**src/pkg/vga_gen_seq_pkg.sv**
```systemverilog
package vga_gen_seq_pkg;
	// i/o port addresses
	localparam logic [15:0] GOC_WR_ADDR   = 16'h03c2;
	localparam logic [15:0] STAT0_ADDR    = 16'h03c2;
	localparam logic [15:0] GOC_RD_ADDR   = 16'h03cc;
	localparam logic [15:0] FCR_RD_ADDR   = 16'h03ca;
	localparam logic [15:0] SEQ_IDX_ADDR  = 16'h03c4;
	localparam logic [15:0] SEQ_DAT_ADDR  = 16'h03c5;
	localparam logic [15:0] MONO_BASE     = 16'h03b0;
	localparam logic [15:0] COLOR_BASE    = 16'h03d0;
	localparam logic [15:0] STAT1_OFS     = 16'h000a;
	// sequencer indices
	localparam logic [3:0]  SEQ_RESET_IDX = 4'h0;
	localparam logic [3:0]  SEQ_CLOCK_IDX = 4'h1;
	// reset values
	localparam logic [7:0]  GOC_RESET     = 8'h00;
	localparam logic [7:0]  FCR_RESET     = 8'h00;
	localparam logic [7:0]  SEQ_RST_RESET = 8'h00;
	localparam logic [7:0]  SEQ_CLK_RESET = 8'h00;
	localparam logic [3:0]  SEQ_IDX_RESET = 4'h0;
	// general output control fields
	localparam int GOC_IO_SEL   = 0;
	localparam int GOC_VRAM_EN  = 1;
	localparam int GOC_CLK_LO   = 2;
	localparam int GOC_CLK_HI   = 3;
	localparam int GOC_PAGE     = 5;
	localparam int GOC_HPOL     = 6;
	localparam int GOC_VPOL     = 7;
	// pixel clock select codes
	localparam logic [1:0] PCLK_640 = 2'h0; // 25.175 MHz
	localparam logic [1:0] PCLK_720 = 2'h1; // 28.322 MHz
	// status and feature fields
	localparam int STAT0_IRQ    = 7;
	localparam int STAT0_MON    = 4;
	localparam int STAT1_DE     = 0;
	localparam int STAT1_VRS    = 3;
	localparam int STAT1_DIAG   = 4;
	localparam int FCR_VSC      = 3;
	localparam logic [7:0] FCR_MASK = 8'h08;
	// sequencer fields
	localparam int SR_ASYNC     = 0;
	localparam int SR_SYNC      = 1;
	localparam int CM_EIGHT     = 0;
	localparam int CM_HALF      = 2;
	localparam int CM_DOTHALF   = 3;
	localparam int CM_QUAD      = 4;
	localparam int CM_SCREENOFF = 5;
	localparam logic [7:0] SR_MASK  = 8'h03;
	localparam logic [7:0] CM_MASK  = 8'h3d;
	// character cell widths in dots
	localparam logic [3:0] CELL_NINE  = 4'h9;
	localparam logic [3:0] CELL_EIGHT = 4'h8;
endpackage : vga_gen_seq_pkg

```
**src/rtl/vga_general_sequencer_regs.sv**
```systemverilog
module vga_general_sequencer_regs (
	input  wire logic        clk_in,
	input  wire logic        rst_n_in,
	input  wire logic [15:0] io_addr_in,
	input  wire logic        io_wr_in,
	input  wire logic        io_rd_in,
	input  wire logic [7:0]  io_wdata_in,
	output logic [7:0]       io_rdata_out,
	output logic             io_rvalid_out,
	input  wire logic        pixel_clock_input_in,
	input  wire logic        monitor_color_sense_in,
	input  wire logic        retrace_irq_pending_in,
	input  wire logic        hsync_raw_in,
	input  wire logic        vsync_raw_in,
	input  wire logic        hretrace_in,
	input  wire logic        vretrace_in,
	input  wire logic        vdisp_en_in,
	input  wire logic [7:0]  video_output_bits_in,
	input  wire logic [1:0]  color_plane_diag_sel_in,
	output logic             hsync_out,
	output logic             vsync_out,
	output logic             screen_blank_out,
	output logic             color_mode_out,
	output logic             host_vram_enable_out,
	output logic             page_select_odd_even_out,
	output logic [1:0]       pixel_clock_select_out,
	output logic             ext_clock_enable_out,
	output logic             sync_clear_n_out,
	output logic             async_halt_n_out,
	output logic             dot_clk_en_out,
	output logic             char_clk_en_out,
	output logic             serializer_load_out
);

	typedef struct packed {
		logic [7:0] goc;
		logic [7:0] feature_control;
		logic [3:0] idx;
		logic [7:0] seq_rst;
		logic [7:0] seq_clk;
		logic [7:0] rdata;
		logic       rvalid;
		logic [2:0] pix_sync;
		logic [1:0] mon_sync;
		logic       half_ph;
		logic [3:0] dot_cnt;
		logic [1:0] char_cnt;
	} state_s;

	state_s st_reg;
	state_s st_next;

	logic [15:0] base;
	logic        stat1_hit;
	logic        run;
	logic        pix_edge;
	logic        dot_en;
	logic [3:0]  dot_last;
	logic        char_en;
	logic        load_ok;
	logic [7:0]  stat0;
	logic [7:0]  stat1;
	logic [1:0]  diag;

	// address decode follows the i/o select bit
	assign base      = st_reg.goc[vga_gen_seq_pkg::GOC_IO_SEL] ?
		vga_gen_seq_pkg::COLOR_BASE : vga_gen_seq_pkg::MONO_BASE;
	assign stat1_hit = io_addr_in == (base + vga_gen_seq_pkg::STAT1_OFS);

	// status images
	always_comb begin
		unique case (color_plane_diag_sel_in)
			2'h0: diag = {video_output_bits_in[4], video_output_bits_in[0]};
			2'h1: diag = {video_output_bits_in[5], video_output_bits_in[1]};
			2'h2: diag = {video_output_bits_in[6], video_output_bits_in[2]};
			2'h3: diag = {video_output_bits_in[7], video_output_bits_in[3]};
		endcase
		stat0 = 8'h00;
		stat0[vga_gen_seq_pkg::STAT0_IRQ] = retrace_irq_pending_in;
		stat0[vga_gen_seq_pkg::STAT0_MON] = st_reg.mon_sync[1];
		stat1 = 8'h00;
		stat1[vga_gen_seq_pkg::STAT1_DIAG +: 2] = diag;
		stat1[vga_gen_seq_pkg::STAT1_VRS] = vretrace_in;
		stat1[vga_gen_seq_pkg::STAT1_DE] = hretrace_in | vretrace_in;
	end

	// dot, character and serializer timing
	assign run      = st_reg.seq_rst[vga_gen_seq_pkg::SR_SYNC] &
		st_reg.seq_rst[vga_gen_seq_pkg::SR_ASYNC];
	assign pix_edge = st_reg.pix_sync[1] & ~st_reg.pix_sync[2];
	assign dot_en   = run & pix_edge &
		(~st_reg.seq_clk[vga_gen_seq_pkg::CM_DOTHALF] | st_reg.half_ph);
	assign dot_last = st_reg.seq_clk[vga_gen_seq_pkg::CM_EIGHT] ?
		vga_gen_seq_pkg::CELL_EIGHT - 4'h1 : vga_gen_seq_pkg::CELL_NINE - 4'h1;
	assign char_en  = dot_en & (st_reg.dot_cnt == dot_last);
	always_comb begin
		if (st_reg.seq_clk[vga_gen_seq_pkg::CM_QUAD]) begin
			load_ok = st_reg.char_cnt == 2'h0;
		end else if (st_reg.seq_clk[vga_gen_seq_pkg::CM_HALF]) begin
			load_ok = ~st_reg.char_cnt[0];
		end else begin
			load_ok = 1'b1;
		end
	end

	// next state: register writes, read data, counters
	always_comb begin
		st_next = st_reg;
		st_next.rvalid = 1'b0;
		st_next.pix_sync = {st_reg.pix_sync[1:0], pixel_clock_input_in};
		st_next.mon_sync = {st_reg.mon_sync[0], monitor_color_sense_in};
		if (io_wr_in) begin
			if (io_addr_in == vga_gen_seq_pkg::GOC_WR_ADDR) begin
				st_next.goc = io_wdata_in;
			end
			if (stat1_hit) begin
				st_next.feature_control = io_wdata_in & vga_gen_seq_pkg::FCR_MASK;
			end
			if (io_addr_in == vga_gen_seq_pkg::SEQ_IDX_ADDR) begin
				st_next.idx = io_wdata_in[3:0];
			end
			if (io_addr_in == vga_gen_seq_pkg::SEQ_DAT_ADDR) begin
				if (st_reg.idx == vga_gen_seq_pkg::SEQ_RESET_IDX) begin
					st_next.seq_rst = io_wdata_in & vga_gen_seq_pkg::SR_MASK;
				end
				if (st_reg.idx == vga_gen_seq_pkg::SEQ_CLOCK_IDX) begin
					st_next.seq_clk = io_wdata_in & vga_gen_seq_pkg::CM_MASK;
				end
			end
		end else if (io_rd_in) begin
			st_next.rvalid = 1'b1;
			st_next.rdata = 8'h00;
			if (io_addr_in == vga_gen_seq_pkg::STAT0_ADDR) begin
				st_next.rdata = stat0;
			end else if (io_addr_in == vga_gen_seq_pkg::GOC_RD_ADDR) begin
				st_next.rdata = st_reg.goc;
			end else if (io_addr_in == vga_gen_seq_pkg::FCR_RD_ADDR) begin
				st_next.rdata = st_reg.feature_control;
			end else if (stat1_hit) begin
				st_next.rdata = stat1;
			end else if (io_addr_in == vga_gen_seq_pkg::SEQ_IDX_ADDR) begin
				st_next.rdata = {4'h0, st_reg.idx};
			end else if (io_addr_in == vga_gen_seq_pkg::SEQ_DAT_ADDR) begin
				if (st_reg.idx == vga_gen_seq_pkg::SEQ_RESET_IDX) begin
					st_next.rdata = st_reg.seq_rst;
				end else if (st_reg.idx == vga_gen_seq_pkg::SEQ_CLOCK_IDX) begin
					st_next.rdata = st_reg.seq_clk;
				end
			end else begin
				st_next.rvalid = 1'b0; // not our port
			end
		end
		if (!run) begin
			st_next.half_ph  = 1'b0;
			st_next.dot_cnt  = 4'h0;
			st_next.char_cnt = 2'h0;
		end else begin
			if (pix_edge) begin
				st_next.half_ph = ~st_reg.half_ph;
			end
			if (char_en) begin
				st_next.dot_cnt  = 4'h0;
				st_next.char_cnt = st_reg.char_cnt + 2'h1;
			end else if (dot_en) begin
				st_next.dot_cnt = st_reg.dot_cnt + 4'h1;
			end
		end
	end

	// single state register
	always_ff @(posedge clk_in or negedge rst_n_in) begin
		if (!rst_n_in) begin
			st_reg <= '{goc: vga_gen_seq_pkg::GOC_RESET, feature_control: vga_gen_seq_pkg::FCR_RESET,
				idx: vga_gen_seq_pkg::SEQ_IDX_RESET, seq_rst: vga_gen_seq_pkg::SEQ_RST_RESET,
				seq_clk: vga_gen_seq_pkg::SEQ_CLK_RESET, default: '0};
		end else begin
			st_reg <= st_next;
		end
	end

	// outputs
	assign io_rdata_out             = st_reg.rdata;
	assign io_rvalid_out            = st_reg.rvalid;
	assign hsync_out                = hsync_raw_in ^ st_reg.goc[vga_gen_seq_pkg::GOC_HPOL];
	assign vsync_out                = (vsync_raw_in |
		(st_reg.feature_control[vga_gen_seq_pkg::FCR_VSC] & vdisp_en_in)) ^
		st_reg.goc[vga_gen_seq_pkg::GOC_VPOL];
	assign screen_blank_out         = st_reg.seq_clk[vga_gen_seq_pkg::CM_SCREENOFF];
	assign color_mode_out           = st_reg.goc[vga_gen_seq_pkg::GOC_IO_SEL];
	assign host_vram_enable_out     = st_reg.goc[vga_gen_seq_pkg::GOC_VRAM_EN];
	assign page_select_odd_even_out = st_reg.goc[vga_gen_seq_pkg::GOC_PAGE];
	assign pixel_clock_select_out   =
		st_reg.goc[vga_gen_seq_pkg::GOC_CLK_HI:vga_gen_seq_pkg::GOC_CLK_LO];
	assign ext_clock_enable_out     = st_reg.goc[vga_gen_seq_pkg::GOC_CLK_HI];
	assign sync_clear_n_out         = st_reg.seq_rst[vga_gen_seq_pkg::SR_SYNC];
	assign async_halt_n_out         = st_reg.seq_rst[vga_gen_seq_pkg::SR_ASYNC];
	// halt gates the enables at once, with no clock edge in between
	assign dot_clk_en_out           = dot_en & async_halt_n_out;
	assign char_clk_en_out          = char_en & async_halt_n_out;
	assign serializer_load_out      = char_en & load_ok & async_halt_n_out;
endmodule : vga_general_sequencer_regs

```
**config.mk**
```make
export PLATFORM = sky130hd
export DESIGN_NAME = vga_general_sequencer_regs
export DESIGN_NICKNAME = d
export VERILOG_FILES = /design/src/pkg/vga_gen_seq_pkg.sv /design/src/rtl/vga_general_sequencer_regs.sv
export SDC_FILE = /design/constraint.sdc
export NUM_CORES = 1
export LEC_CHECK = 0
export CELL_PAD_IN_SITES_DETAIL_PLACEMENT = 0
export CELL_PAD_IN_SITES_GLOBAL_PLACEMENT = 1
export CORE_ASPECT_RATIO = 0.75
export CORE_MARGIN = 2
export CORE_UTILIZATION = 41
export DETAILED_ROUTE_END_ITERATION = 12
export DONT_BUFFER_PORTS = 1
export PLACE_DENSITY_LB_ADDON = 0.1
export RECOVER_POWER = 50
export SYNTH_ARGS = -nofsm -noshare
export SYNTH_HDL_FRONTEND = slang
export SYNTH_SLANG_ARGS = --single-unit
```
**constraint.sdc**
```tcl
create_clock -name clk_in -period 3.3 [get_ports clk_in]
set_input_delay 0.66 -clock clk_in [delete_from_list [all_inputs] [get_ports clk_in]]
set_output_delay 0.66 -clock clk_in [all_outputs]
set_load 0.1 [all_outputs]
```
== Word level (Yosys, flattened, before mapping) ==
Cells that the tools add are included.

* Register bits after elaboration: 41
* Input bits: 46
* Output and inout port bits: 23
* Word-level logic and storage cells: 84

* Add/sub/neg operators: 3
* Equality and inequality tests: 14
* Mux-type cells: 26
* Bitwise logic cells: 20
* Reduce and logical (&&, ||, !) cells: 9

{| class="wikitable"
|+ Operators by type and width
! operator !! count
|-
| $eq A16 B10 Y1 const B || 5
|-
| $mux W8 || 7
|-
| $eq A16 B11 Y1 || 1
|-
| $mux W7 || 2
|-
| $mux W4 || 3
|-
| $add A10 B4 Y11 const B || 1
|-
| $mux W1 || 11
|-
| $and A1 B1 Y1 || 10
|-
| $pmux W2 S4 || 1
|-
| $reduce_and A2 Y1 || 4
|-
| $mux W6 || 1
|-
| $reduce_and A3 Y1 || 2
|-
| $not A1 Y1 || 5
|-
| $add A4 B1 Y4 const B || 1
|-
| $eq A2 B2 Y1 const B || 2
|-
| $eq A4 B1 Y1 const B || 1
|-
| $eq A4 B4 Y1 || 1
|-
| $logic_not A2 Y1 || 2
|-
| $logic_not A4 Y1 || 1
|-
| $ne A2 B1 Y1 const B || 2
|-
| $ne A3 B1 Y1 const B || 1
|-
| $or A1 B1 Y1 || 3
|-
| $add A2 B1 Y2 const B || 1
|-
| $eq A2 B1 Y1 const B || 1
|-
| 2 further kinds || 3
|}

== Longest topological paths before layout ==
* Word-level depth: 9
* Gate-level depth with buffers: 6
* Mapped depth without buffers: 5

== Worst setup path after synthesis ==
No wires, ideal clock.

* Path type: reg-to-output
* Start: reg st_reg, in the netlist sync_clear_n_out
* End: out serializer_load_out
* Arrival time: 2.680 ns
* Data required time: 2.640 ns
* Setup slack: -0.040 ns
* Cell stages (with the launch flop): 3
* Buffers on the path: 0
* Cells stage by stage: dfrtp_1 nand4_1 nor2_1

* Word-level cells in the longest chain between the ends: 6

{| class="wikitable"
|+ Ends and longest elaborated chain
! item !! RTL line !! text
|-
| from (decl) || vga_general_sequencer_regs.sv:50 || <nowiki>state_s st_reg;</nowiki>
|-
| from (signal assigned) || vga_general_sequencer_regs.sv:173 || <nowiki>st_reg <= '{goc: vga_gen_seq_pkg::GOC_RESET, feature_control: vga_gen_seq_pkg::FCR_RESET,</nowiki>
|-
| from (signal assigned) || vga_general_sequencer_regs.sv:177 || <nowiki>st_reg <= st_next;</nowiki>
|-
| $and A1 B1 Y1 || vga_general_sequencer_regs.sv:88 || <nowiki>assign run = st_reg.seq_rst[vga_gen_seq_pkg::SR_SYNC] &</nowiki>
|-
| $and A1 B1 Y1 (2 in a row) || vga_general_sequencer_regs.sv:91 || <nowiki>assign dot_en = run & pix_edge &</nowiki>
|-
| $and A1 B1 Y1 || vga_general_sequencer_regs.sv:95 || <nowiki>assign char_en = dot_en & (st_reg.dot_cnt == dot_last);</nowiki>
|-
| $and A1 B1 Y1 (2 in a row) || vga_general_sequencer_regs.sv:200 || <nowiki>assign serializer_load_out = char_en & load_ok & async_halt_n_out;</nowiki>
|-
| to (decl) || vga_general_sequencer_regs.sv:32 || <nowiki>output logic serializer_load_out</nowiki>
|}

No other way between the ends.

== Final worst setup path ==
* Start: reg st_reg[21] (netlist name)
* End: out serializer_load_out

* Word-level cells in the longest chain between the ends: 5

{| class="wikitable"
|+ Ends and longest elaborated chain
! item !! RTL line !! text
|-
| $mux W4 || vga_general_sequencer_regs.sv:93 || <nowiki>assign dot_last = st_reg.seq_clk[vga_gen_seq_pkg::CM_EIGHT] ?</nowiki>
|-
| $eq A4 B4 Y1 || vga_general_sequencer_regs.sv:95 ||
|-
| $and A1 B1 Y1 || vga_general_sequencer_regs.sv:95 ||
|-
| $and A1 B1 Y1 (2 in a row) || vga_general_sequencer_regs.sv:200 ||
|}

No other way between the ends.

==> metrics.txt <==
status finished, final reports clean; Seq/Total Area, Yosys 46.9%; Starting Density 43.6%; final hold vios 0; Post-CTS Hold Fix Bufs 0; fin util 47.5%; worst r2r src color_mode_out$_DFFE_PN0P_; Crit Path Max Fanout 6; final WL 4810 um; Die Y 67.2 um; TritonCTS clock tree done; CTS buffer count 5; Startpoint Class flop; top cell type's share of synthesized area 46.9%; Critical Path Start st_reg[21]$_DFFE_PN0P_; Final min period 2610 ps; port buffer count 0; power density over cell area 411 nW/um^2; vias in the first global route 1,480; Cell variety after synth 50; worst vdd ir 0.213 mV; Worst path slowest cell dfrtp_1; max reg flops 21; setup_tns 0 ps; grt ovf 0; max frequency 383 MHz; nature of the critical path endpoint output pin; cell row count 22; EDFF count, synth 0; synthesized area per cell 10.9 um^2; Setup CP Type reg -> out; vias 1,580; antenna violations before repair 0; first-pass GRT wire length 7400 um; post-route ant nets 0; CORE AREA 5010 um^2; Setup-failing EPs final 0; Rel. slew slack 8.95%; Leak 1.04 nW; post-DP HPWL 3720 um; max-cap viol count 0; crit path cell chain nor4_1, o2bb2ai_1, nand4_1, nor2_2, buf_4; Final Slew Violations 0; CP top delay family simple AND/OR/NAND/NOR gates; Ys Warns 0; Least-Margin Pin Slew 1370 ps; Via-to-Cell Ratio 5.75; CP peak stage delay 410 ps; async set or reset register ratio after synthesis 100%; Worst Path Required 2640 ps; fin nets 250; DRT iter0 DRCs 104; Final Cycle Share 79.1%; Worst EP arrival 1950 ps; clk_lat worst skew 290 ps; Layout fillers 490; diodes inserted 0; Max Root-Sink Buffers 2; Post-synth top flop dfrtp_1; synthesized net count 248; GPL Wtd Cong 0.845; Post-Syn Area 2190 um^2; share of post-route cells with drive strength above 1 25.6%; final clock skew 4.21 ps; largest net degree at the start of global routing 42; clock sinks 41; WP buf/inv 1; Worst-path clk slew 80 ps; Yosys top cell by area dfrtp_1; Post-CTS Setup Inserts 0; CTS root buffer clkbuf_8; die footprint 5940 um^2; drc violations 0; RSZ-0062 raised after global routing false; PostCTS Resize Cnt 0; largest cells by area after synthesis dfrtp_1 47%, mux2_2 10%, buf_4 3.4%; Clock H-tree levels 2; hold crit path type in -> async; DR WL/cell 17.5 um; die width 88.3 um; synthesis-stage register bit count 41; GRT Total Usage 17.0%; area grow syn2layout 8.82%; Mapped Cells 200; 1st-pass router iterations 5; Ports 69
## logic make-up after synthesis
| kind of cell | synth area share (%) |
|---|---|
| and+or+nand+nor | 21.1 |
| xor gates and xnor gates | 2.00 |
| muxes | 12.8 |
| buffers and inverters | 5.32 |
| adders and majority gates | 1.14 |
| DFF | 46.9 |
| AOI/OAI and AO/OA | 10.6 |
## layout make-up
cell class              instances  area (um^2)  area share, %
well taps                      72         90.1           3.79
inverters                       8         30.0           1.26
multi-input cells             138         1060           44.7
flip-flops and latches         41         1030           43.2
repair buffers                  8         56.3           2.37
clock inverters                 2         38.8           1.63
clock buffers                   6         72.6           3.05
## worst register-to-register path, cell delays in order (launching register included)
cell and delay (ps):
dfrtp_1 320, clkbuf_1 990, and3b_1 290, o211ai_1 130, nor2_1 340, nand2_1 120
mux2_2 280
## per-layer routing
metal  track usage (%)  routed length, um  vias to the layer above
met5                 0                  0                        -
met4              6.06                 45                        0
met3              5.50                428                        5
met2              24.4               2120                       64
met1              24.1               2210                      784
li1                  -                  -                      727
## where the power goes
group	switching, W	internal (W)
clock network	0.000172	0.000227
registers	0.0000231	0.000507
logic	0.0000288	0.0000188
total	0.000224	0.000753
## per-stage QoR
step	instance area [um^2]	cells	worst slack (ps)	power, W	hold WS [ps]
2_1_floorplan	2190	200	122	0.000584	331
3_3_place_gp	2270	267	1080	0.000587	338
3_5_place_dp	2270	267	1020	0.000588	336
4_1_cts	2380	275	684	0.000989	41.5
5_1_grt	2380	275	582	0.00102	26.3
6_report	2380	275	689	0.000977	53.6
## final timing paths
path / cells after the start / end / slack [ps]
worst max-delay path: 5 / serializer_load_out / 690
worst min-delay path: 0 / st_next[10]$_DFF_PN0_ / 50
worst max register to register: 6 / st_reg[44]$_DFFE_PN0P_ / 720
worst min register to register: 0 / st_reg[8]$_DFF_PN0_ / 360
max in group asynchronous: 0 / ext_clock_enable_out$_DFFE_PN0P_ / 3150
min in group clk_in: 0 / st_reg[8]$_DFF_PN0_ / 360
## cell usage after synthesis (all sizes together) (2+ instances only)
cell type and n:
a21oi 10, a2bb2oi 3, a31oi 2, and2 3
and3b 2, and4bb 2, buf 10, clkbuf 3
dfrtp 41, ha 2, inv 8, mux2 20
mux4 2, nand2 13, nand2b 5, nand3 9
nand4 4, nor2 13, nor2b 5, nor3 4
nor3b 3, nor4 5, o211ai 2, o21ai 6
or3 2, xnor2 3, xor2 2
## placed cells by master (no fill, tap or decap), types with 6 or more instances in the layout
master,netlist,layout
o21ai_0,6,6
dfrtp_1,41,40
inv_1,8,8
nor2_1,12,10
mux2_2,20,20
nand3_1,8,8
buf_4,10,7
nand2_1,12,12
a21oi_1,10,10
No activity file was read; power rests on OpenSTA's default activity.
